**config.mk**
```make
export PLATFORM = sky130hd
export DESIGN_NAME = arc_ctrl
export DESIGN_NICKNAME = d
export VERILOG_FILES = /design/src/rtl/arc_pkg.sv /design/src/rtl/arc_ctrl.sv
export SDC_FILE = /design/constraint.sdc
export NUM_CORES = 1
export LEC_CHECK = 0
export ABC_CLOCK_PERIOD_IN_PS = 5900
export BUFFER_PORTS_ARGS = -buffer_cell sky130_fd_sc_hd__buf_2
export CAP_MARGIN = 15
export CORE_MARGIN = 1
export CORE_UTILIZATION = 46
export CTS_CLUSTER_SIZE = 12
export DETAILED_ROUTE_END_ITERATION = 8
export GPL_ROUTABILITY_DRIVEN = 0
export GPL_TIMING_DRIVEN = 0
export PLACE_DENSITY = 0.81
export SYNTH_ARGS = -nofsm -noshare
export SYNTH_HDL_FRONTEND = slang
export SYNTH_SLANG_ARGS = --single-unit
```
**constraint.sdc**
```tcl
create_clock -name clock -period 5.9 [get_ports clock]
set_input_delay 1.18 -clock clock [delete_from_list [all_inputs] [get_ports clock]]
set_output_delay 1.18 -clock clock [all_outputs]
set_load 0.005 [all_outputs]
```
**src/rtl/arc_pkg.sv**
```systemverilog
// Purpose: Constants for the converter result coherency and completion control.
// Assumes: APB with 32-bit data, one aligned word per register.
// Notes: Offsets are byte addresses.
package arc_pkg;
  // Register byte offsets
  localparam logic [7:0] ARC_OFS_CTRL   = 8'h00;
  localparam logic [7:0] ARC_OFS_RES_HI = 8'h04;
  localparam logic [7:0] ARC_OFS_RES_LO = 8'h08;
  localparam logic [7:0] ARC_OFS_CFG    = 8'h0C;
  // Control field positions
  localparam int ARC_CTRL_FLAG_BIT = 7;
  localparam int ARC_CTRL_IE_BIT   = 6;
  localparam int ARC_CTRL_CONT_BIT = 5;
  localparam int ARC_CTRL_CH_LSB   = 0;
  localparam int ARC_CTRL_CH_W     = 5;
  // Config field positions
  localparam int ARC_CFG_MODE_LSB  = 0;
  localparam int ARC_CFG_ASYNC_BIT = 2;
  // Reset values
  localparam logic [4:0] ARC_CH_OFF_RST = 5'h1F;
  localparam logic [1:0] ARC_MODE_RST   = 2'h0;
  // Result width modes
  typedef enum logic [1:0] {
    ARC_MODE_8  = 2'h0,
    ARC_MODE_12 = 2'h1,
    ARC_MODE_10 = 2'h2
  } arc_mode_type;
endpackage : arc_pkg

```
**src/rtl/arc_ctrl.sv**
```systemverilog
// Purpose: Result byte coherency, completion flag and interrupt for the converter.
// Assumes: Converter core outside; conv_done is a one-cycle pulse in the bus domain.
// Assumes: Software turns the converter off before it selects a new channel.
// Notes: Unmapped reads return zero; APB answers with no wait state.
// Notes: Read data is combinational, so the high byte and the low snapshot
//        both come from the same pre-edge result word.
//
// The implementer's own choices: register access over APB and the register offsets.
`timescale 1ns/1ps
module arc_ctrl
  import arc_pkg::*;
(
  // Clock and reset
  input  wire logic        clock,
  input  wire logic        rstn,
  // APB slave
  input  wire logic        psel,
  input  wire logic        penable,
  input  wire logic        pwrite,
  input  wire logic [7:0]  paddr,
  input  wire logic [31:0] pwdata,
  output logic             pready,
  output logic [31:0]      prdata,
  output logic             pslverr,
  // Converter core
  input  wire logic        conv_done,
  input  wire logic [11:0] conv_data,
  output logic [4:0]       conv_channel,
  output logic             conv_continuous,
  output logic [1:0]       conv_mode,
  output logic             conv_async_clk,
  output logic             conv_start,
  // Interrupt request
  output logic             irq
);

  // Control and config state
  // The result word updates on every completion; only the low byte view
  // is ever held, so the high byte always tracks the newest conversion.
  logic        conversion_complete_flag;  // Sticky completion flag
  logic        int_enable;                // Completion interrupt enable
  logic [11:0] conversion_result_reg;     // Latest result
  logic [7:0]  low_hold;                  // Frozen low byte
  logic        low_frozen;                // Low byte is held
  logic        irq_q;                     // Registered interrupt

  // Access decode
  // Every action takes effect at the access edge, where pready is high;
  // setup cycles never change state.
  wire acc        = psel & penable;
  wire wr_ctrl    = acc & pwrite & (paddr == ARC_OFS_CTRL);
  wire wr_cfg     = acc & pwrite & (paddr == ARC_OFS_CFG);
  wire rd_hi      = acc & ~pwrite & (paddr == ARC_OFS_RES_HI);
  wire rd_lo      = acc & ~pwrite & (paddr == ARC_OFS_RES_LO);
  wire wide_mode  = (conv_mode != ARC_MODE_8);

  // Result alignment per mode
  // Raw data is left-justified, so narrower modes drop low-order bits
  function automatic logic [15:0] arc_align(input logic [1:0] m, input logic [11:0] d);
    if (m == ARC_MODE_8)
      arc_align = {8'h00, d[11:4]};
    else if (m == ARC_MODE_10)
      arc_align = {6'h00, d[11:2]};
    else
      arc_align = {4'h0, d};
  endfunction : arc_align

  // Live view versus held low byte
  wire [15:0] live_res = arc_align(conv_mode, conversion_result_reg);
  wire [7:0]  low_view = low_frozen ? low_hold : live_res[7:0];

  // Read mux
  // Unmapped offsets fall through to zero rather than raising an error
  wire [31:0] ctrl_word = {24'h000000, conversion_complete_flag, int_enable,
                           conv_continuous, conv_channel};
  wire [31:0] cfg_word  = {29'h00000000, conv_async_clk, conv_mode};
  wire [31:0] next_prdata =
      (paddr == ARC_OFS_CTRL)   ? ctrl_word :
      (paddr == ARC_OFS_RES_HI) ? {24'h000000, live_res[15:8]} :
      (paddr == ARC_OFS_RES_LO) ? {24'h000000, low_view} :
      (paddr == ARC_OFS_CFG)    ? cfg_word : 32'h00000000;

  // Zero wait states: every access completes in its first access cycle
  assign pready  = 1'b1;
  assign pslverr = 1'b0;
  assign prdata  = next_prdata;

  // Control register; async clock select is a config bit
  // Keeping the clock select out of control means a channel change cannot move it
  always_ff @(posedge clock or negedge rstn) begin
    if (!rstn) begin
      conv_channel    <= ARC_CH_OFF_RST;
      conv_continuous <= 1'b0;
      int_enable      <= 1'b0;
      conv_mode       <= ARC_MODE_RST;
      conv_async_clk  <= 1'b0;
      conv_start      <= 1'b0;
    end else begin
      // Start pulse only when a real channel is chosen; all-ones means off
      conv_start <= wr_ctrl & (pwdata[ARC_CTRL_CH_LSB +: ARC_CTRL_CH_W] != ARC_CH_OFF_RST);
      if (wr_ctrl) begin
        conv_channel    <= pwdata[ARC_CTRL_CH_LSB +: ARC_CTRL_CH_W];
        conv_continuous <= pwdata[ARC_CTRL_CONT_BIT];
        int_enable      <= pwdata[ARC_CTRL_IE_BIT];
      end
      if (wr_cfg) begin
        conv_mode      <= pwdata[ARC_CFG_MODE_LSB +: 2];
        conv_async_clk <= pwdata[ARC_CFG_ASYNC_BIT];
      end
    end
  end

  // Completion flag: a completion in the write cycle keeps it set
  // Set beats clear so a conversion that lands during the write is never
  // lost; software then sees the flag and the matching result together
  always_ff @(posedge clock or negedge rstn) begin
    if (!rstn)
      conversion_complete_flag <= 1'b0;
    else if (conv_done)
      conversion_complete_flag <= 1'b1;
    else if (wr_ctrl)
      conversion_complete_flag <= 1'b0;
  end

  // Result capture always updates the full word
  // No hold here: holding the whole word would make the high byte stale
  always_ff @(posedge clock or negedge rstn) begin
    if (!rstn)
      conversion_result_reg <= 12'h000;
    else if (conv_done)
      conversion_result_reg <= conv_data;
  end

  // Low byte freeze; snapshot taken from pre-edge result so a same-cycle
  // completion cannot leak a newer low byte
  // A second high read while held keeps the first snapshot, so a completion
  // between high reads pairs a newer high byte with the older low byte; eight-bit mode drops the hold
  always_ff @(posedge clock or negedge rstn) begin
    if (!rstn) begin
      low_frozen <= 1'b0;
      low_hold   <= 8'h00;
    end else if (rd_hi && wide_mode) begin
      low_frozen <= 1'b1;
      if (!low_frozen)
        low_hold <= live_res[7:0];
    end else if (rd_lo || !wide_mode) begin
      low_frozen <= 1'b0;
    end
  end

  // Interrupt level from flag and enable, registered
  // Registering costs one cycle of latency but keeps irq glitch-free
  // while the flag and the enable settle on the same edge
  always_ff @(posedge clock or negedge rstn) begin
    if (!rstn)
      irq_q <= 1'b0;
    else
      irq_q <= conversion_complete_flag & int_enable;
  end
  assign irq = irq_q;

  // Assertions
  // Coherency checks on the result byte pair, plus the clock select write
  AST_FREEZE: assert property (@(posedge clock) disable iff (!rstn)
    (rd_hi && wide_mode && !low_frozen) |=> (low_frozen && low_hold == $past(live_res[7:0])))
    else $error("low byte not frozen on high read");
  AST_HOLD: assert property (@(posedge clock) disable iff (!rstn)
    (low_frozen && !rd_lo && wide_mode) |=> (low_frozen && $stable(low_hold)))
    else $error("frozen low byte changed before low read");
  AST_SAMECYC: assert property (@(posedge clock) disable iff (!rstn)
    (rd_hi && conv_done && wide_mode && !low_frozen) |=>
      (low_view == $past(live_res[7:0])))
    else $error("newer low byte leaked on same-cycle completion");
  AST_EIGHT: assert property (@(posedge clock) disable iff (!rstn)
    (conv_mode == ARC_MODE_8) |=> (!low_frozen || conv_mode != ARC_MODE_8))
    else $error("freeze active in eight-bit mode");
  AST_ASYNC: assert property (@(posedge clock) disable iff (!rstn)
    wr_cfg |=> (conv_async_clk == $past(pwdata[ARC_CFG_ASYNC_BIT])))
    else $error("clock select not written");

  // Flag, capture and interrupt checks
  AST_CLEAR: assert property (@(posedge clock) disable iff (!rstn)
    (wr_ctrl && !conv_done) |=> !conversion_complete_flag)
    else $error("control write did not clear flag");
  AST_KEEP: assert property (@(posedge clock) disable iff (!rstn)
    (wr_ctrl && conv_done) |=> (conversion_complete_flag &&
      conversion_result_reg == $past(conv_data)))
    else $error("completion during write lost");
  AST_IRQ: assert property (@(posedge clock) disable iff (!rstn)
    (wr_ctrl && conv_done && pwdata[ARC_CTRL_IE_BIT]) |=> ##1 irq)
    else $error("interrupt not raised after write");
  AST_IRQ_LVL: assert property (@(posedge clock) disable iff (!rstn)
    1'b1 |=> (irq == $past(conversion_complete_flag && int_enable)))
    else $error("interrupt does not follow flag and enable");
  AST_SET: assert property (@(posedge clock) disable iff (!rstn)
    conv_done |=> (conversion_complete_flag && conversion_result_reg == $past(conv_data)))
    else $error("completion not captured");

  // Read view checks, plus the clock select hold on control writes
  AST_THAW: assert property (@(posedge clock) disable iff (!rstn)
    (low_frozen && rd_lo) |=> !low_frozen)
    else $error("low byte still held after low read");
  AST_LO_VIEW: assert property (@(posedge clock) disable iff (!rstn)
    (rd_lo && low_frozen) |-> (prdata[7:0] == low_hold))
    else $error("low read does not return the held byte");
  AST_EIGHT_HI: assert property (@(posedge clock) disable iff (!rstn)
    (rd_hi && !wide_mode) |-> (prdata[7:0] == 8'h00))
    else $error("high byte not zero in eight-bit mode");
  AST_EIGHT_LO: assert property (@(posedge clock) disable iff (!rstn)
    (rd_lo && !wide_mode) |-> (prdata[7:0] == live_res[7:0]))
    else $error("eight-bit read does not show the live result");
  AST_CLK_SEL: assert property (@(posedge clock) disable iff (!rstn)
    wr_ctrl |=> $stable(conv_async_clk))
    else $error("control write moved the clock select");

  // Covers
  // The rare same-cycle cases must be reached, not only be legal
  COV_SAMECYC: cover property (@(posedge clock) disable iff (!rstn)
    rd_hi && conv_done && wide_mode);
  COV_PAIR: cover property (@(posedge clock) disable iff (!rstn)
    (rd_hi && wide_mode) ##1 rd_lo);
  COV_RACE: cover property (@(posedge clock) disable iff (!rstn)
    wr_ctrl && conv_done);
  COV_IRQ: cover property (@(posedge clock) disable iff (!rstn) $rose(irq));
  COV_EIGHT: cover property (@(posedge clock) disable iff (!rstn)
    rd_hi && !wide_mode);

endmodule : arc_ctrl

```
Yosys cells after proc, flatten, opt, wreduce, memory -nomap -nowiden
Index checks and enable logic that the tools add are counted.
{ "word_totals": {"ff_bits": 34, "elab_cells": 45, "in_bits": 58, "output_inout_bits": 45} }
{ "op_classes": {"reduce_logical": 8, "n_mux": 11, "bitwise_logic": 10, "n_eq_ne": 5} }
{ "ops": {"columns": ["operator", "count"], "rows": [
  ["$mux 8", 4],
  ["$eq 8x4->1 const B", 2],
  ["$mux 16", 1],
  ["$mux 12", 1],
  ["$and 1x1->1", 9],
  ["$eq 8x3->1 const B", 1],
  ["$logic_not 8->1", 1],
  ["$reduce_bool 2->1", 3],
  ["$ne 5x5->1 const B", 1],
  ["$mux 1", 4],
  ["$mux 3", 1],
  ["$eq 2x2->1 const B", 1],
  ["$logic_not 2->1", 1],
  ["$logic_and 1x1->1", 1],
  ["$logic_not 1->1", 1],
  ["$logic_or 1x1->1", 1],
  ["$not 1->1", 1]
]} }

Depth between registers and ports, before layout
{ "depth": {"word_depth": 7, "mapped_depth": 6, "ltp_nobuf": 4} }

Worst setup path before layout
No wires, ideal clock.
{ "synth_timing": {"path_type": "input -> output", "startpoint": "input paddr[5]", "endpoint": "output prdata[4]", "cell_stages": 4, "slack_ps": 2009, "t_arrival_ps": 2711, "t_required_ps": 4720, "path_cell_list": "or4_4 > or3_2 > clkbuf_1 > a2111oi_0"} }
{ "synth_between": {"elab_chain_cells": 4} }
{ "synth_lines": {"columns": ["item", "line_no", "rtl"], "rows": [
  ["from (decl)", "arc_ctrl.sv:20", "input wire logic [7:0] paddr,"],
  ["$eq 8x4->1", "arc_ctrl.sv:80", "(paddr == ARC_OFS_RES_LO) ? {24'h000000, low_view} :"],
  ["$mux 8", "arc_ctrl.sv:80", null],
  ["$mux 8", "arc_ctrl.sv:79", "(paddr == ARC_OFS_RES_HI) ? {24'h000000, live_res[15:8]} :"],
  ["$mux 8 *", "arc_ctrl.sv:78", "(paddr == ARC_OFS_CTRL) ? ctrl_word :"],
  ["to (decl)", "arc_ctrl.sv:23", "output logic [31:0] prdata,"]
]} }
Mark *: on every way between the ends. The rest lies on a longest branch, timed or not.

Worst setup path after layout
Same ends and word-level chain as after synthesis.

==> flow_metrics.env <==
export IMPL_synth_seq_area_share=0.429
export IMPL_num_rows=23
export IMPL_p_leak_uw=0.00125
export IMPL_synthToLayoutAreaGrowth_pct=24.6
export IMPL_syn_inst=189
export IMPL_numCtsBuffers=5
export IMPL_cts_sinks=34
export IMPL_root_buffer="clkbuf_8"
export IMPL_required_ns=4.72
export IMPL_die_area_um2=4610
export IMPL_hold_class="reg -> reg"
export IMPL_largest_reg_flops=12
export IMPL_design_area_um2=2490
export IMPL_diodes=0
export IMPL_cts_max_path_buffers=2
export IMPL_irDropWorstVdd_mv=0.196
export IMPL_cts_hold_buf=0
export IMPL_synth_edff_count=0
export IMPL_dr_pass1_iters=4
export IMPL_layout_drive_gt1_share=0.441
export IMPL_cp_max_fo=8
export IMPL_routed_wl_um=4270
export IMPL_grt_pass1_wl_um=6720
export IMPL_multi_input_area_um2=963
export IMPL_grt_max_degree=35
export IMPL_fin_setup_tns_ns=0
export IMPL_rrSetupSlack_ns=4.15
export IMPL_hold_slack_ns=0.498
export IMPL_viasPerCell=4.95
export IMPL_postLayoutSetupSlackWorst_ns=1.56
export IMPL_maxCapViolCount=0
export IMPL_syn_area_um2=2000
export IMPL_io_buffers=51
export IMPL_outcome="complete, no violations"
export IMPL_antenna_violating_nets_post_route=0
export IMPL_grt_pass1_vias=1460
export IMPL_ys_ff_latch=34
export IMPL_drv_slew=0
export IMPL_clk_pin_slew_ns=0.07
export IMPL_clk_latency_ns=0.29
export IMPL_antenna_found_initial=0
export IMPL_yosys_warnings=0
export IMPL_worstSetupStartpointType="input pin"
export IMPL_wl_per_cell_um=13.2
export IMPL_placed_cell_area_um2=2400
export IMPL_maxSlewHeadroom=0.515
export IMPL_rsz0062_at_grt="no"
export IMPL_tightest_slew_ns=0.728
export IMPL_drc=0
export IMPL_htreeDepth=2
export IMPL_path_class="in -> out"
export IMPL_hold_viol=0
export IMPL_fill_cells=363
export IMPL_start_util=0.489
export IMPL_vias=1595
export IMPL_layout_nets=329
export IMPL_ys_flop_type="dfrtp_1"
export IMPL_clock_skew_ns=0.00619
export IMPL_cts_tree="built"
export IMPL_grt_usage=0.204
export IMPL_worstPathArrival_ns=3.16
export IMPL_ys_types=42
export IMPL_fin_crit_sh=0.735
export IMPL_ios=103
export IMPL_dp_slack_ns=1.59
export IMPL_p_per_area_nw_per_um2=196
export IMPL_async_flop_share=1.00
export IMPL_core_area_um2=4090
export IMPL_fmax_ghz=0.231
export IMPL_power_total_uw=488
export IMPL_post_dp_hpwl_um=3340
export IMPL_first_iter_violations=91
export IMPL_overflow=0
export IMPL_crit_path_end_kind="output pin"
export IMPL_setup_viol=0
export IMPL_avgSynthCellArea_um2=10.6
export IMPL_post_cts_setup_buffers=0
export IMPL_die_h_um=67.9
export IMPL_ctsResizeCount=0
export IMPL_regArea_um2=857
export IMPL_die_width_um=67.9
export IMPL_min_period_ns=4.34
## critical path, stage by stage
cell and delay (ns):
buf_2 0.10, or4_4 0.53, or3_2 0.42, clkbuf_1 0.21, a2111oi_0 0.52, buf_2 0.21
## power breakdown
part / internal (uW) / switching [uW] / total [uW]
Sequential: 243 / 9.36 / 252
Clock: 83.3 / 81.3 / 165
Combinational: 38.8 / 32.6 / 71.3
Total: 365 / 123 / 488
## synthesized netlist by cell type, types with 2 or more instances
cell / count / area, um^2
dfrtp_1: 29 / 726
buf_4: 26 / 195
mux2_2: 24 / 270
mux2i_1: 12 / 120
nand2_1: 10 / 37.5
nor2_1: 9 / 33.8
inv_1: 8 / 30.0
clkbuf_1: 7 / 26.3
dfstp_2: 5 / 131
o21ai_0: 5 / 25.0
a2111oi_0: 4 / 35.0
a21oi_1: 4 / 20.0
nand2b_1: 3 / 18.8
nand3_1: 3 / 15.0
nor3b_1: 3 / 22.5
o221ai_1: 3 / 26.3
a2bb2oi_1: 2 / 17.5
a311o_1: 2 / 20.0
a31oi_1: 2 / 12.5
conb_1: 2 / 7.51
nor3_1: 2 / 10.0
nor4_1: 2 / 12.5
o22a_2: 2 / 20.0
or4_4: 2 / 22.5
## routing by layer
metal,GRT usage,wire (um),vias up
met5,0,0,-
met4,0.0833,95,0
met3,0.0550,291,8
met2,0.319,2040,70
met1,0.266,1840,721
li1,-,-,796
## kinds of logic after synthesis
group | count (synthesis) | share of synthesized area
AND/OR/NAND/NOR | 42 | 0.113
flip-flops | 34 | 0.429
multiplexers | 37 | 0.203
buffers and inverters | 43 | 0.133
other | 2 | 0.00376
AO/OA/AOI/OAI | 31 | 0.118
## stage by stage
step / utilization / std cells
finish: 0.609 / 322
global route: 0.609 / 322
CTS: 0.609 / 322
detailed placement: 0.588 / 314
global placement: 0.588 / 314
floorplan: - / 213
## worst paths after layout
check                                  start          end  cells past startpoint
worst max register to register  conv_mode[1]  low_hold[2]                      4
min in group asynchronous               rstn   int_enable                      1
worst max-delay path                paddr[5]    prdata[4]                      6
worst min register to register   low_hold[0]  low_hold[0]                      1
max in group asynchronous               rstn  low_hold[7]                      1
worst min-delay path             low_hold[0]  low_hold[0]                      1
## final cells by class
type	instances	area share
clock buffer	7	0.0307
timing repair buffer	51	0.103
sequential	34	0.344
multi-input combinational	136	0.387
inverter	8	0.0121
clock inverter	1	0.00302
tap	50	0.0251
buffer	35	0.0950
## layout by cell type (no fill, tap or decap), types with 8 or more instances in the layout
| cell | Yosys | layout |
|---|---|---|
| buf_2 | 0 | 51 |
| buf_4 | 26 | 26 |
| clkbuf_1 | 7 | 9 |
| conb_1 | 2 | 26 |
| dfrtp_1 | 29 | 29 |
| inv_1 | 8 | 8 |
| mux2_2 | 24 | 24 |
| mux2i_1 | 12 | 12 |
| nand2_1 | 10 | 10 |
| nor2_1 | 9 | 9 |
Note: power is estimated with default switching activity, not from simulation.
